[src/rtl/xps_consts.svh]
// Purpose: Shared constants of the crosspoint programming link, both ends
// Assumes: 200 MHz mclk, one switch device on the link
// Notes: Behaviour list below, one line each
//
// Behaviour
// - Each output connects one input or none
// - First rank loads, update copies to second
// - Reset clears second rank, first rank kept
// - Serial mode always shifts full program
// - Serial mode selected by driving select low
// - Data clocked only while chip enable low
// - Host holds update high while shifting
// - Second rank transparent while update, enable low
// - Serial data sampled on falling clock, forty bits
// - Five bits per output, position selects output
// - Group order: enable, reserved, select MSB first
// - Reserved bit sent one, forced in parallel
// - Enable zero disables output, ignores select
// - Highest output group shifted first
// - Chain serial out feeds next; last device first
// - Serial out shows register MSB, forty clocks
// - Parallel mode loads addressed group while clock low
// - Reset acts independently, only disables outputs
`ifndef XPS_CONSTS_SVH
`define XPS_CONSTS_SVH

// Program layout
`define XPS_OUTPUTS 8
`define XPS_INPUTS 8
`define XPS_GROUP_W 5
`define XPS_PROG_W 40
`define XPS_EN_POS 4
`define XPS_RES_POS 3
`define XPS_SEL_W 3
`define XPS_CROSS_W 64
`define XPS_SECOND_RESET 40'h00_0000_0000
`define XPS_CROSS_RESET 64'h0000_0000_0000_0000

// Synchroniser: {resetN, ceN, updN, clk, sdata, mode, par[3:0], idx[2:0]}
`define XPS_PIN_W 13
`define XPS_PIN_RESET 13'h1FFF

// Host command word: {parallel, index[2:0], program[39:0]}
`define XPS_WORD_W 44
`define XPS_WORD_PAR 43
`define XPS_WORD_IDX_LSB 40
`define XPS_FIFO_DEPTH 32

// Timing
`define XPS_MCLK_NS 5
`define XPS_HALF_NS 32
`define XPS_HALF_CYC ((`XPS_HALF_NS + `XPS_MCLK_NS - 1) / `XPS_MCLK_NS)
`define XPS_UPD_NS 40
`define XPS_UPD_CYC ((`XPS_UPD_NS + `XPS_MCLK_NS - 1) / `XPS_MCLK_NS)

`endif

[src/rtl/xps_pkg.sv]
// Purpose: Types of the crosspoint programming link
// Assumes: Constants come from xps_consts.svh
// Notes: Nothing here is imported; use xps_pkg::name
`include "xps_consts.svh"

package xps_pkg;

    typedef logic [`XPS_PROG_W-1:0] xps_prog_t;
    typedef logic [`XPS_WORD_W-1:0] xps_word_t;
    typedef logic [`XPS_PIN_W-1:0] xps_pins_t;

    // Host sequencer states
    typedef enum logic [2:0] {
        HS_IDLE,
        HS_HIGH,
        HS_LOW,
        HS_UPD,
        HS_DONE
    } xps_host_state_t;

endpackage

[src/rtl/xps_link_if.sv]
// Purpose: Programming pins between host controller and switch device
// Assumes: All pins are one-way; active low names end in N
// Notes: No clocking block; both ends sample on their own clock
`timescale 1ns/1ps

interface xps_link_if;
    logic chipEnableN;
    logic updateN;
    logic linkClk;
    logic chainSerialIn;
    logic chainSerialOut;
    logic loadModeSelect;
    logic [3:0] parData;
    logic [2:0] outputIndex;
    logic resetN;

    modport host (
        output chipEnableN,
        output updateN,
        output linkClk,
        output chainSerialIn,
        input chainSerialOut,
        output loadModeSelect,
        output parData,
        output outputIndex,
        output resetN
    );

    modport switch_end (
        input chipEnableN,
        input updateN,
        input linkClk,
        input chainSerialIn,
        output chainSerialOut,
        input loadModeSelect,
        input parData,
        input outputIndex,
        input resetN
    );
endinterface

[src/rtl/xps_host_end.sv]
// Purpose: Host controller that programs the switch from a command FIFO
// Assumes: One device on the link; link clock made here by a divider
// Notes: FIFO module lives in this file
`timescale 1ns/1ps
`include "xps_consts.svh"

module xps_fifo #(
    parameter int WIDTH = 8,
    parameter int DEPTH = 4
) (
    input wire logic mclk,
    input wire logic rst,
    input wire logic [WIDTH-1:0] inData,
    input wire logic inValid,
    output logic inReady,
    output logic [WIDTH-1:0] outData,
    output logic outValid,
    input wire logic outReady
);
    localparam int AW = $clog2(DEPTH);

    logic [WIDTH-1:0] mem [DEPTH];
    logic [AW-1:0] wrPtr;
    logic [AW-1:0] rdPtr;
    logic [AW:0] count;
    logic doWrite;
    logic doRead;

    // Honest full and empty flags from the fill count
    assign inReady = (count != (AW+1)'(DEPTH));
    assign outValid = (count != '0);
    assign doWrite = inValid & inReady;
    assign doRead = outValid & outReady;
    assign outData = mem[rdPtr];

    // Storage, written by index
    always_ff @(posedge mclk) begin
        if (doWrite) begin
            mem[wrPtr] <= inData;
        end
    end

    // Pointers and count
    always_ff @(posedge mclk or posedge rst) begin
        if (rst) begin
            wrPtr <= '0;
            rdPtr <= '0;
            count <= '0;
        end else begin
            wrPtr <= doWrite ? AW'((wrPtr + 1'b1) % DEPTH) : wrPtr;
            rdPtr <= doRead ? AW'((rdPtr + 1'b1) % DEPTH) : rdPtr;
            count <= count + (AW+1)'(doWrite) - (AW+1)'(doRead);
        end
    end
endmodule

module xps_host_end (
    input wire logic mclk,
    input wire logic rst,
    xps_link_if.host link,
    input wire logic [`XPS_WORD_W-1:0] wordData,
    input wire logic wordValid,
    output logic wordReady,
    input wire logic disableAll,
    output logic busy,
    output logic chainEcho
);

    ////////////////////////////////////////////////////////////////////////////
    // Command FIFO

    xps_pkg::xps_word_t headWord;
    logic headValid;
    logic headTake;

    xps_fifo #(.WIDTH(`XPS_WORD_W), .DEPTH(`XPS_FIFO_DEPTH)) xps_fifo_inst (
        .mclk(mclk),
        .rst(rst),
        .inData(wordData),
        .inValid(wordValid),
        .inReady(wordReady),
        .outData(headWord),
        .outValid(headValid),
        .outReady(headTake)
    );

    ////////////////////////////////////////////////////////////////////////////
    // Sequencer

    xps_pkg::xps_host_state_t state;
    xps_pkg::xps_word_t curWord;
    xps_pkg::xps_prog_t fixedProg;
    logic [5:0] bitCnt;
    logic [7:0] timer;
    logic timerDone;
    logic isParallel;
    logic echoMeta;
    logic echoSync;

    // Serial out is a pin: two stages before the sequencer reads it
    always_ff @(posedge mclk or posedge rst) begin
        if (rst) begin
            echoMeta <= 1'b0;
            echoSync <= 1'b0;
        end else begin
            echoMeta <= link.chainSerialOut;
            echoSync <= echoMeta;
        end
    end

    // Reserved bit of every group sent as one
    for (genvar k = 0; k < `XPS_OUTPUTS; k++) begin : gFix
        assign fixedProg[k*`XPS_GROUP_W +: `XPS_GROUP_W] = {
            curWord[k*`XPS_GROUP_W + `XPS_EN_POS], 1'b1,
            curWord[k*`XPS_GROUP_W +: `XPS_SEL_W]};
    end

    assign timerDone = (timer == 8'h00);
    assign isParallel = curWord[`XPS_WORD_PAR];
    assign headTake = (state == xps_pkg::HS_IDLE) & headValid;
    assign busy = (state != xps_pkg::HS_IDLE);

    // Link pins, state and timing
    always_ff @(posedge mclk or posedge rst) begin
        if (rst) begin
            state <= xps_pkg::HS_IDLE;
            curWord <= '0;
            bitCnt <= 6'h00;
            timer <= 8'h00;
            link.chipEnableN <= 1'b1;
            link.updateN <= 1'b1;
            link.linkClk <= 1'b1;
            link.chainSerialIn <= 1'b0;
            link.loadModeSelect <= 1'b0;
            link.parData <= 4'h0;
            link.outputIndex <= 3'h0;
            link.resetN <= 1'b0;
            chainEcho <= 1'b0;
        end else begin
            link.resetN <= ~disableAll;
            timer <= timerDone ? 8'h00 : timer - 8'h01;
            case (state)
                xps_pkg::HS_IDLE: begin
                    if (headValid) begin
                        curWord <= headWord;
                        link.chipEnableN <= 1'b0;
                        link.loadModeSelect <= headWord[`XPS_WORD_PAR];
                        link.outputIndex <= headWord[`XPS_WORD_IDX_LSB +: 3];
                        link.parData <= headWord[3:0];
                        // Highest output group leads
                        link.chainSerialIn <= headWord[`XPS_PROG_W-1];
                        bitCnt <= 6'(`XPS_PROG_W - 1);
                        timer <= 8'(`XPS_HALF_CYC);
                        state <= xps_pkg::HS_HIGH;
                    end
                end
                xps_pkg::HS_HIGH: begin
                    if (timerDone) begin
                        link.linkClk <= 1'b0;
                        timer <= 8'(`XPS_HALF_CYC);
                        state <= xps_pkg::HS_LOW;
                    end
                end
                xps_pkg::HS_LOW: begin
                    if (timerDone) begin
                        link.linkClk <= 1'b1;
                        timer <= 8'(`XPS_HALF_CYC);
                        chainEcho <= echoSync;
                        if (!isParallel && bitCnt != 6'h00) begin
                            // Whole program every time; update stays high
                            bitCnt <= bitCnt - 6'h01;
                            link.chainSerialIn <= fixedProg[bitCnt - 6'h01];
                            state <= xps_pkg::HS_HIGH;
                        end else begin
                            link.updateN <= 1'b0;
                            timer <= 8'(`XPS_UPD_CYC);
                            state <= xps_pkg::HS_UPD;
                        end
                    end
                end
                xps_pkg::HS_UPD: begin
                    if (timerDone) begin
                        link.updateN <= 1'b1;
                        timer <= 8'(`XPS_HALF_CYC);
                        state <= xps_pkg::HS_DONE;
                    end
                end
                xps_pkg::HS_DONE: begin
                    if (timerDone) begin
                        link.chipEnableN <= 1'b1;
                        state <= xps_pkg::HS_IDLE;
                    end
                end
                default: begin
                    state <= xps_pkg::HS_IDLE;
                end
            endcase
        end
    end

endmodule

[src/flat_wrapper.sv]
// flat-port wrapper written by rule: the top's interface ports become plain ports
module xps_host_end_flat 
  (mclk, rst, wordData, wordValid, wordReady, disableAll, busy, chainEcho, link_chipEnableN, link_updateN, link_linkClk, link_chainSerialIn, link_chainSerialOut, link_loadModeSelect, link_parData, link_outputIndex, link_resetN);
  xps_link_if link_i ();
  input wire logic mclk;
  input wire logic rst;
  input wire logic [`XPS_WORD_W-1:0] wordData;
  input wire logic wordValid;
  output logic wordReady;
  input wire logic disableAll;
  output logic busy;
  output logic chainEcho;
  output wire logic [$bits(link_i.chipEnableN)-1:0] link_chipEnableN;
  output wire logic [$bits(link_i.updateN)-1:0] link_updateN;
  output wire logic [$bits(link_i.linkClk)-1:0] link_linkClk;
  output wire logic [$bits(link_i.chainSerialIn)-1:0] link_chainSerialIn;
  input wire logic [$bits(link_i.chainSerialOut)-1:0] link_chainSerialOut;
  output wire logic [$bits(link_i.loadModeSelect)-1:0] link_loadModeSelect;
  output wire logic [$bits(link_i.parData)-1:0] link_parData;
  output wire logic [$bits(link_i.outputIndex)-1:0] link_outputIndex;
  output wire logic [$bits(link_i.resetN)-1:0] link_resetN;
  assign link_chipEnableN = link_i.chipEnableN;
  assign link_updateN = link_i.updateN;
  assign link_linkClk = link_i.linkClk;
  assign link_chainSerialIn = link_i.chainSerialIn;
  assign link_i.chainSerialOut = link_chainSerialOut;
  assign link_loadModeSelect = link_i.loadModeSelect;
  assign link_parData = link_i.parData;
  assign link_outputIndex = link_i.outputIndex;
  assign link_resetN = link_i.resetN;
  xps_host_end u_core (.mclk(mclk), .rst(rst), .link(link_i), .wordData(wordData), .wordValid(wordValid), .wordReady(wordReady), .disableAll(disableAll), .busy(busy), .chainEcho(chainEcho));
endmodule
[config.mk]
export PLATFORM = sky130hd
export DESIGN_NAME = xps_host_end_flat
export DESIGN_NICKNAME = d
export VERILOG_FILES = /design/src/rtl/xps_pkg.sv /design/src/rtl/xps_link_if.sv /design/src/rtl/xps_host_end.sv /design/src/flat_wrapper.sv
export VERILOG_INCLUDE_DIRS = /design/src /design/src/rtl
export SDC_FILE = /design/constraint.sdc
export NUM_CORES = 1
export LEC_CHECK = 0
export BUFFER_PORTS_ARGS = -buffer_cell sky130_fd_sc_hd__buf_2
export CAP_MARGIN = 10
export CELL_PAD_IN_SITES_DETAIL_PLACEMENT = 0
export CELL_PAD_IN_SITES_GLOBAL_PLACEMENT = 1
export CORE_UTILIZATION = 60
export CTS_CLUSTER_SIZE = 16
export DETAILED_ROUTE_END_ITERATION = 10
export GPL_TIMING_DRIVEN = 1
export PLACE_DENSITY_LB_ADDON = 0.1
export SYNTH_ARGS = -nofsm -noshare
export SYNTH_HDL_FRONTEND = slang
export SYNTH_SLANG_ARGS = --single-unit
export TNS_END_PERCENT = 100
[constraint.sdc]
create_clock -name mclk -period 6.4 [get_ports mclk]
set_input_delay 0 -clock mclk [delete_from_list [all_inputs] [get_ports mclk]]
set_output_delay 0 -clock mclk [all_outputs]
set_load 0.1 [all_outputs]
Word level (Yosys, flattened, before mapping)
Memory sizes are Yosys's and may differ from the RTL's.
Index checks and enable logic that the tools add are counted.
W data, S select, Z words.

cells by class
  add/sub/neg operators = 6
  multipliers = 0
  div/mod/pow operators = 0
  magnitude comparators = 1
  equal/unequal tests = 12
  shift-type cells = 0
  mux-type cells = 33
  bitwise gates (word level) = 4
  reductions and logical operators = 19

operator list
  cell                   number
  $mux W8                4
  $pmux W8 S3            1
  $mux W6                3
  $mux W3                5
  $pmux W3 S5            1
  $ne A2 B1 Y1 const B   6
  $pmux W6 S2            1
  $reduce_bool A6 Y1     2
  $mux W1                11
  $add A5 B1 Y5 const B  2
  $logic_not A8 Y1       1
  $pmux W1 S2            4
  $reduce_and A4 Y1      2
  $reduce_bool A2 Y1     4
  $sub A8 B1 Y8 const B  1
  $lt A6 B7 Y1 const B   1
  $add A6 B1 Y6          1
  $bmux W1 S6            1
  $eq A3 B2 Y1 const B   2
  $ne A6 B6 Y1 const B   1
  $reduce_and A3 Y1      2
  $sub A6 B1 Y6          1
  $sub A6 B1 Y6 const B  1
  $reduce_and A5 Y1      1
  other kinds (13)       16

storage, ports and cells
  register bits after elaboration = 93
  bits in latches = 0
  bits in writable memories = 1,408
  ROM bits = 0
  input port bits = 49
  logic and storage cells = 94
  memories = 1

memory list
  name                      depth  width  read ports  clocked after Yosys merged registers in  write ports  RTL line            text
  u_core.xps_fifo_inst.mem  32     44     1           0                                        1            xps_host_end.sv:22  logic [WIDTH-1:0] mem [DEPTH];

Depth between registers and ports, before layout
  word-level depth = 6
  depth in mapped cells = 15

Hierarchy
From an unflattened synthesis, not the netlist that was laid out.

unflattened totals
  cell total of the unflattened synthesis = 2,763
  area total of the unflattened synthesis = 57,257.4 sq um

by module, submodules not included
  module        times used  cells each  area an instance (sq um)  sequential area each (sq um)
  xps_fifo      1           2,432       54,248.3                  42,680.9
  xps_host_end  1           331         3,009.1                   1,555.2

Worst setup path before layout
OpenSTA, ideal clock, no wires.

  path type = register to register
  start point = register u_core.xps_fifo_inst.count[2]
  end point = memory u_core.xps_fifo_inst.mem[31][0] (netlist bit) (enable)
  library setup time = 431 ps
  arrival = 3,720 ps
  slack = 2,249 ps
  cell stages (with the launch flop) = 10
  buffers on the path = 2
  clock period less this slack = 4,151 ps
  cells stage by stage = dfrtp_1 -> inv_1 -> ha_1 -> nor3b_1 -> nand2_1 -> and2_1 -> clkbuf_1 -> nand2_1 -> buf_2 -> nor2_1

on the way
  longest elaborated chain between the ends = 4

ends and longest elaborated chain
  item                           RTL line            text
  start: declaration             xps_host_end.sv:25  logic [AW:0] count;
  start signal: assignment       xps_host_end.sv:52  count <= count + (AW+1)'(doWrite) - (AW+1)'(doRead);
  $ne A6 B6 Y1                   xps_host_end.sv:30  assign inReady = (count != (AW+1)'(DEPTH));
  net wordReady                  flat_wrapper.sv:9   output logic wordReady;
  $and A1 B1 Y1                  xps_host_end.sv:32  assign doWrite = inValid & inReady;
  $mux W1                        xps_host_end.sv:38  if (doWrite) begin
  $mux W1 (not written as such)  xps_host_end.sv:39  mem[wrPtr] <= inData;
  end: declaration               xps_host_end.sv:22

The timed path passes the listed nets, and every way through them passes these cells.

Worst setup path in the final report
  start point = register u_core.xps_fifo_inst.count[2]
  end point = memory u_core.xps_fifo_inst.mem[15][7] (netlist bit) (enable)

on the way
  longest elaborated chain between the ends = 4

ends and longest elaborated chain
  item                           RTL line
  $ne A6 B6 Y1                   xps_host_end.sv:30
  $and A1 B1 Y1                  xps_host_end.sv:32
  $mux W1                        xps_host_end.sv:38
  $mux W1 (not written as such)  xps_host_end.sv:39

No other way between the ends.

==> impl_results.md <==
* Share of synthesized area occupied by flip-flops and latches at 77.0%
* Number of enable flip-flop cells after synthesis at 1184
* Outcome: complete, no violations
* Compound-Gate Fraction of Synth Area at 1.17%
* Crit-path max FO at 24
* Final wirelength at 107 mm
* Post-CTS sizing at 0
* Number of buffers inserted by post-CTS setup repair at 0
* Count of pins over their slew limit at 0
* Hold violation total from the final report at 0
* Arrival time reported for the critical path endpoint at 4.09 ns
* Simple-gate share of the synthesized area at 1.45%
* Critical path class: flip-flop to flip-flop
* Number of buffers created by CTS at 121
* Met1 Usage GRT at 39.7%
* Arithmetic-cell share of the synthesized area counting full adders, half adders and majority gates at 0.452%
* Power, Total at 23.0 mW
* End of the worst register-to-register path: u_core.xps_fifo_inst.mem[15][7]
* Final weighted congestion in routability-driven placement at 0.764
* Relative slew margins at 19.8%
* Worst Hold Class: primary input to flip-flop
* Commonest non-fill, non-tap cell in the layout: sky130_fd_sc_hd__edfxtp_1
* First-iteration detailed-routing DRC count at 2477
* M2 GR Usage at 43.2%
* Commonest cells after routing, fill and taps aside: sky130_fd_sc_hd__edfxtp_1, sky130_fd_sc_hd__mux4_2, sky130_fd_sc_hd__clkbuf_16
* Number of port buffers at 57
* Horizontal die dimension at 287 microns
* Setup repair after global routing missed its margin: no
* Capturing element of the worst setup path: u_core.xps_fifo_inst.mem[15][7]
* Critical-path cell with the highest stage delay: sky130_fd_sc_hd__nor2_4
* Cell breakdown of the critical path: inv_1 -> ha_1 -> nor3b_1 -> nand2_1 -> and2_1 -> buf_4 -> nand2_1 -> nor2_4 -> buf_4
* Period Utilization, post-route at 58.5%
* Wire length of the first global-routing pass at 157 mm
* Detail-routed net length per standard cell at 31.2 microns
* Global-route layer with the greatest usage: met2
* CTS sink cnt at 1262
* TritonCTS clock tree: done
* Share of synthesized registers carrying an async set or reset at 6.18%
* CTS Root Buffer Type: sky130_fd_sc_hd__clkbuf_16
* Max IR drop VDD at 0.315 mV
* Ys Warns at 0
* Number of global-route vias before repair at 23300
* Data required, critical path at 6.75 ns
* Grt met3 use at 3.79%
* Xor and xnor area share after synthesis at 0.342%
* Source of the worst register-to-register timing path: u_core.xps_fifo_inst.count[2]
* Core Region at 80400 sq um
* Net count, final at 2339
* I/O pins at 65
* Synth Area per Inst at 23.0 sq um
* Mux share of post-synthesis cell area at 18.2%
* Max Freq at 267 MHz
* Starting Density at 60.6%
* Origin of the worst setup path: u_core.xps_fifo_inst.count[2]
* CTS hold repair buffers at 44
* Dominant combinational cell family by area after synthesis: multiplexers
* Final TNS setup at 0 ns
* H-tree levels at 3
* Die Height at 287 microns
* DRC Markers at 0
* Top_reg_cell synth: sky130_fd_sc_hd__edfxtp_1
* Number of maximum-capacitance violations at 0
* First-pass iteration count of the detailed router at 5
* Count of antenna-violating nets left after detailed routing at 0
* Delay of the slowest cell on the worst path at 1.11 ns
* Nets in the synthesized netlist at 2179
* Skew final at 0.0268 ns
* Number of distinct library cell variants in the gate-level netlist after synthesis at 50
* Post-layout utilization of the core at 68.2%
* Crit path capture type: flip-flop
* Filler cell count at 4980
* R2R setup slack at 2.66 ns
* Number of antenna violations at the first check in global routing at 0
* Slew @ Worst Pin at 1.20 ns
* Fraction of final layout cells with drive strength greater than 1 at 29.7%
* Floorplan die area at 82300 sq um
* Overall overflow remaining after global route at 0
* Min Clock Period, post-route at 3.74 ns
* Critical path depth in cells at 9
* Clock transition time at the flip-flop clock pins of the worst setup and hold paths at 0.06 ns
* Setup Viol. Count Final at 0
* Instance count of the mapped netlist at 2113
* Via density per instance at 6.54
* Leak Pwr at 17.3 nW
* Sort of element at the start of the critical path: flip-flop
* Routed vias at 22500
* Seq cells post-synth at 1262
* Number of buffers on the longest clock path at 3
* Number of rows in the core area at 104
* Cell class contributing the biggest share of worst-path delay: simple AND/OR/NAND/NOR gates
* Area growth from synthesis to layout at 12.6%
* Clock network latency to the later pin of the worst-skew pair at 0.69 ns
* P per Cell Area at 420 nW/um^2
* Largest net degree at the start of global routing at 87
* Worst-case reg-to-reg path depth at 9
* GRT Total Usage at 26.8%
* Crit path buf inv count at 3
* Sum of net half-perimeters after detailed placement at 59.3 mm
* Hold Path Origin: wordData[10]
* Post-Synthesis Cell Area at 48700 sq um
-- through the flow --
stage               worst slack (ns)  std cells  hold WS, ns  cell area [sq um]
floorplan                       2.25       2113       0.0314              48700
global placement                2.67       3166      0.00657              50500
detailed placement              2.65       3166      0.00309              50500
CTS                             2.62       3434        0.325              54800
global route                    2.50       3434        0.375              54800
finish                          2.66       3436        0.355              54800
-- report_power, final --
part / internal (mW) / total (mW) / switching [mW] / leakage [nW]
clock: 4.02 / 6.99 / 2.97 / 1.90
combinational: 2.73 / 5.81 / 3.07 / 3.83
sequential: 9.71 / 10.2 / 0.504 / 11.6
total: 16.5 / 23.0 / 6.55 / 17.3
-- layout make-up --
class                   instances  area, sq um  area share [%]
multi-input cells             709        10800            19.7
diodes                          2         5.00         0.00913
flip-flops and latches       1262        37500            68.4
repair buffers                158         1230            2.24
clock inverters                60          616            1.12
well taps                    1060         1330            2.42
clock buffers                 164         3280            5.98
inverters                      21         81.3           0.148
-- cell families (layout without fill, tap and decap cells) --
logic type	Yosys count	in the layout
other cells	0	2
compound gates	98	98
xor+xnor	19	19
simple gates	154	154
flops	1262	1262
fa+ha+maj	17	17
buf+inv	142	403
mux	421	421
-- worst register-to-register path, delay by kind of cell, from the launching register on --
family | cells | cell delay, ns
adders and majority gates | 1 | 0.19
DFF | 1 | 0.35
buffers and inverters | 3 | 0.77
and+or+nand+nor | 5 | 2.09
-- flip-flops by register name, summed over array words and instances, names as in the netlist --
| register | count |
|---|---|
| u_core.link.linkClk | 1 |
| u_core.xps_fifo_inst.count | 6 |
| u_core.link.updateN | 1 |
| u_core.echoMeta | 1 |
| u_core.bitCnt | 6 |
| u_core.xps_fifo_inst.mem | 1184 |
| u_core.link.chainSerialIn | 1 |
| u_core.link.resetN | 1 |
| u_core.state | 3 |
| u_core.xps_fifo_inst.wrPtr | 5 |
| u_core.link.chipEnableN | 1 |
| u_core.chainEcho | 1 |
| u_core.echoSync | 1 |
| u_core.xps_fifo_inst.rdPtr | 5 |
| u_core.timer | 8 |
| u_core.link.loadModeSelect | 1 |
| u_core.curWord | 36 |
-- routing by layer --
| metal | wire, microns | part of all wire (%) |
|---|---|---|
| met5 | 0 | 0 |
| met1 | 44500 | 41 |
| met4 | 2200 | 2.0 |
| met3 | 6980 | 6.5 |
| met2 | 53500 | 50 |
-- worst min path at each step --
stage                                                   to  depth (start not counted)
after global placement                  u_core.curWord[41]                          2
final                     u_core.xps_fifo_inst.mem[16][10]                          2
after CTS                 u_core.xps_fifo_inst.mem[17][14]                          2
after global routing      u_core.xps_fifo_inst.mem[16][10]                          2
after detailed placement                u_core.curWord[41]                          2
after floorplan                            u_core.echoMeta                          0
-- cell usage after synthesis, types with 20 or more instances --
library cell | number | area share [%]
sky130_fd_sc_hd__dfrtp_1 | 75 | 3.9
sky130_fd_sc_hd__buf_4 | 21 | 0.32
sky130_fd_sc_hd__edfxtp_1 | 1184 | 73
sky130_fd_sc_hd__nor2_1 | 86 | 0.66
sky130_fd_sc_hd__mux4_2 | 371 | 17
sky130_fd_sc_hd__nand2_1 | 20 | 0.15
sky130_fd_sc_hd__buf_1 | 23 | 0.18
sky130_fd_sc_hd__clkbuf_1 | 47 | 0.36
sky130_fd_sc_hd__buf_2 | 27 | 0.28
sky130_fd_sc_hd__a21oi_1 | 51 | 0.52
sky130_fd_sc_hd__mux2i_1 | 46 | 0.95
sky130_fd_sc_hd__inv_1 | 21 | 0.16
Power figures use the tool's default switching activity.
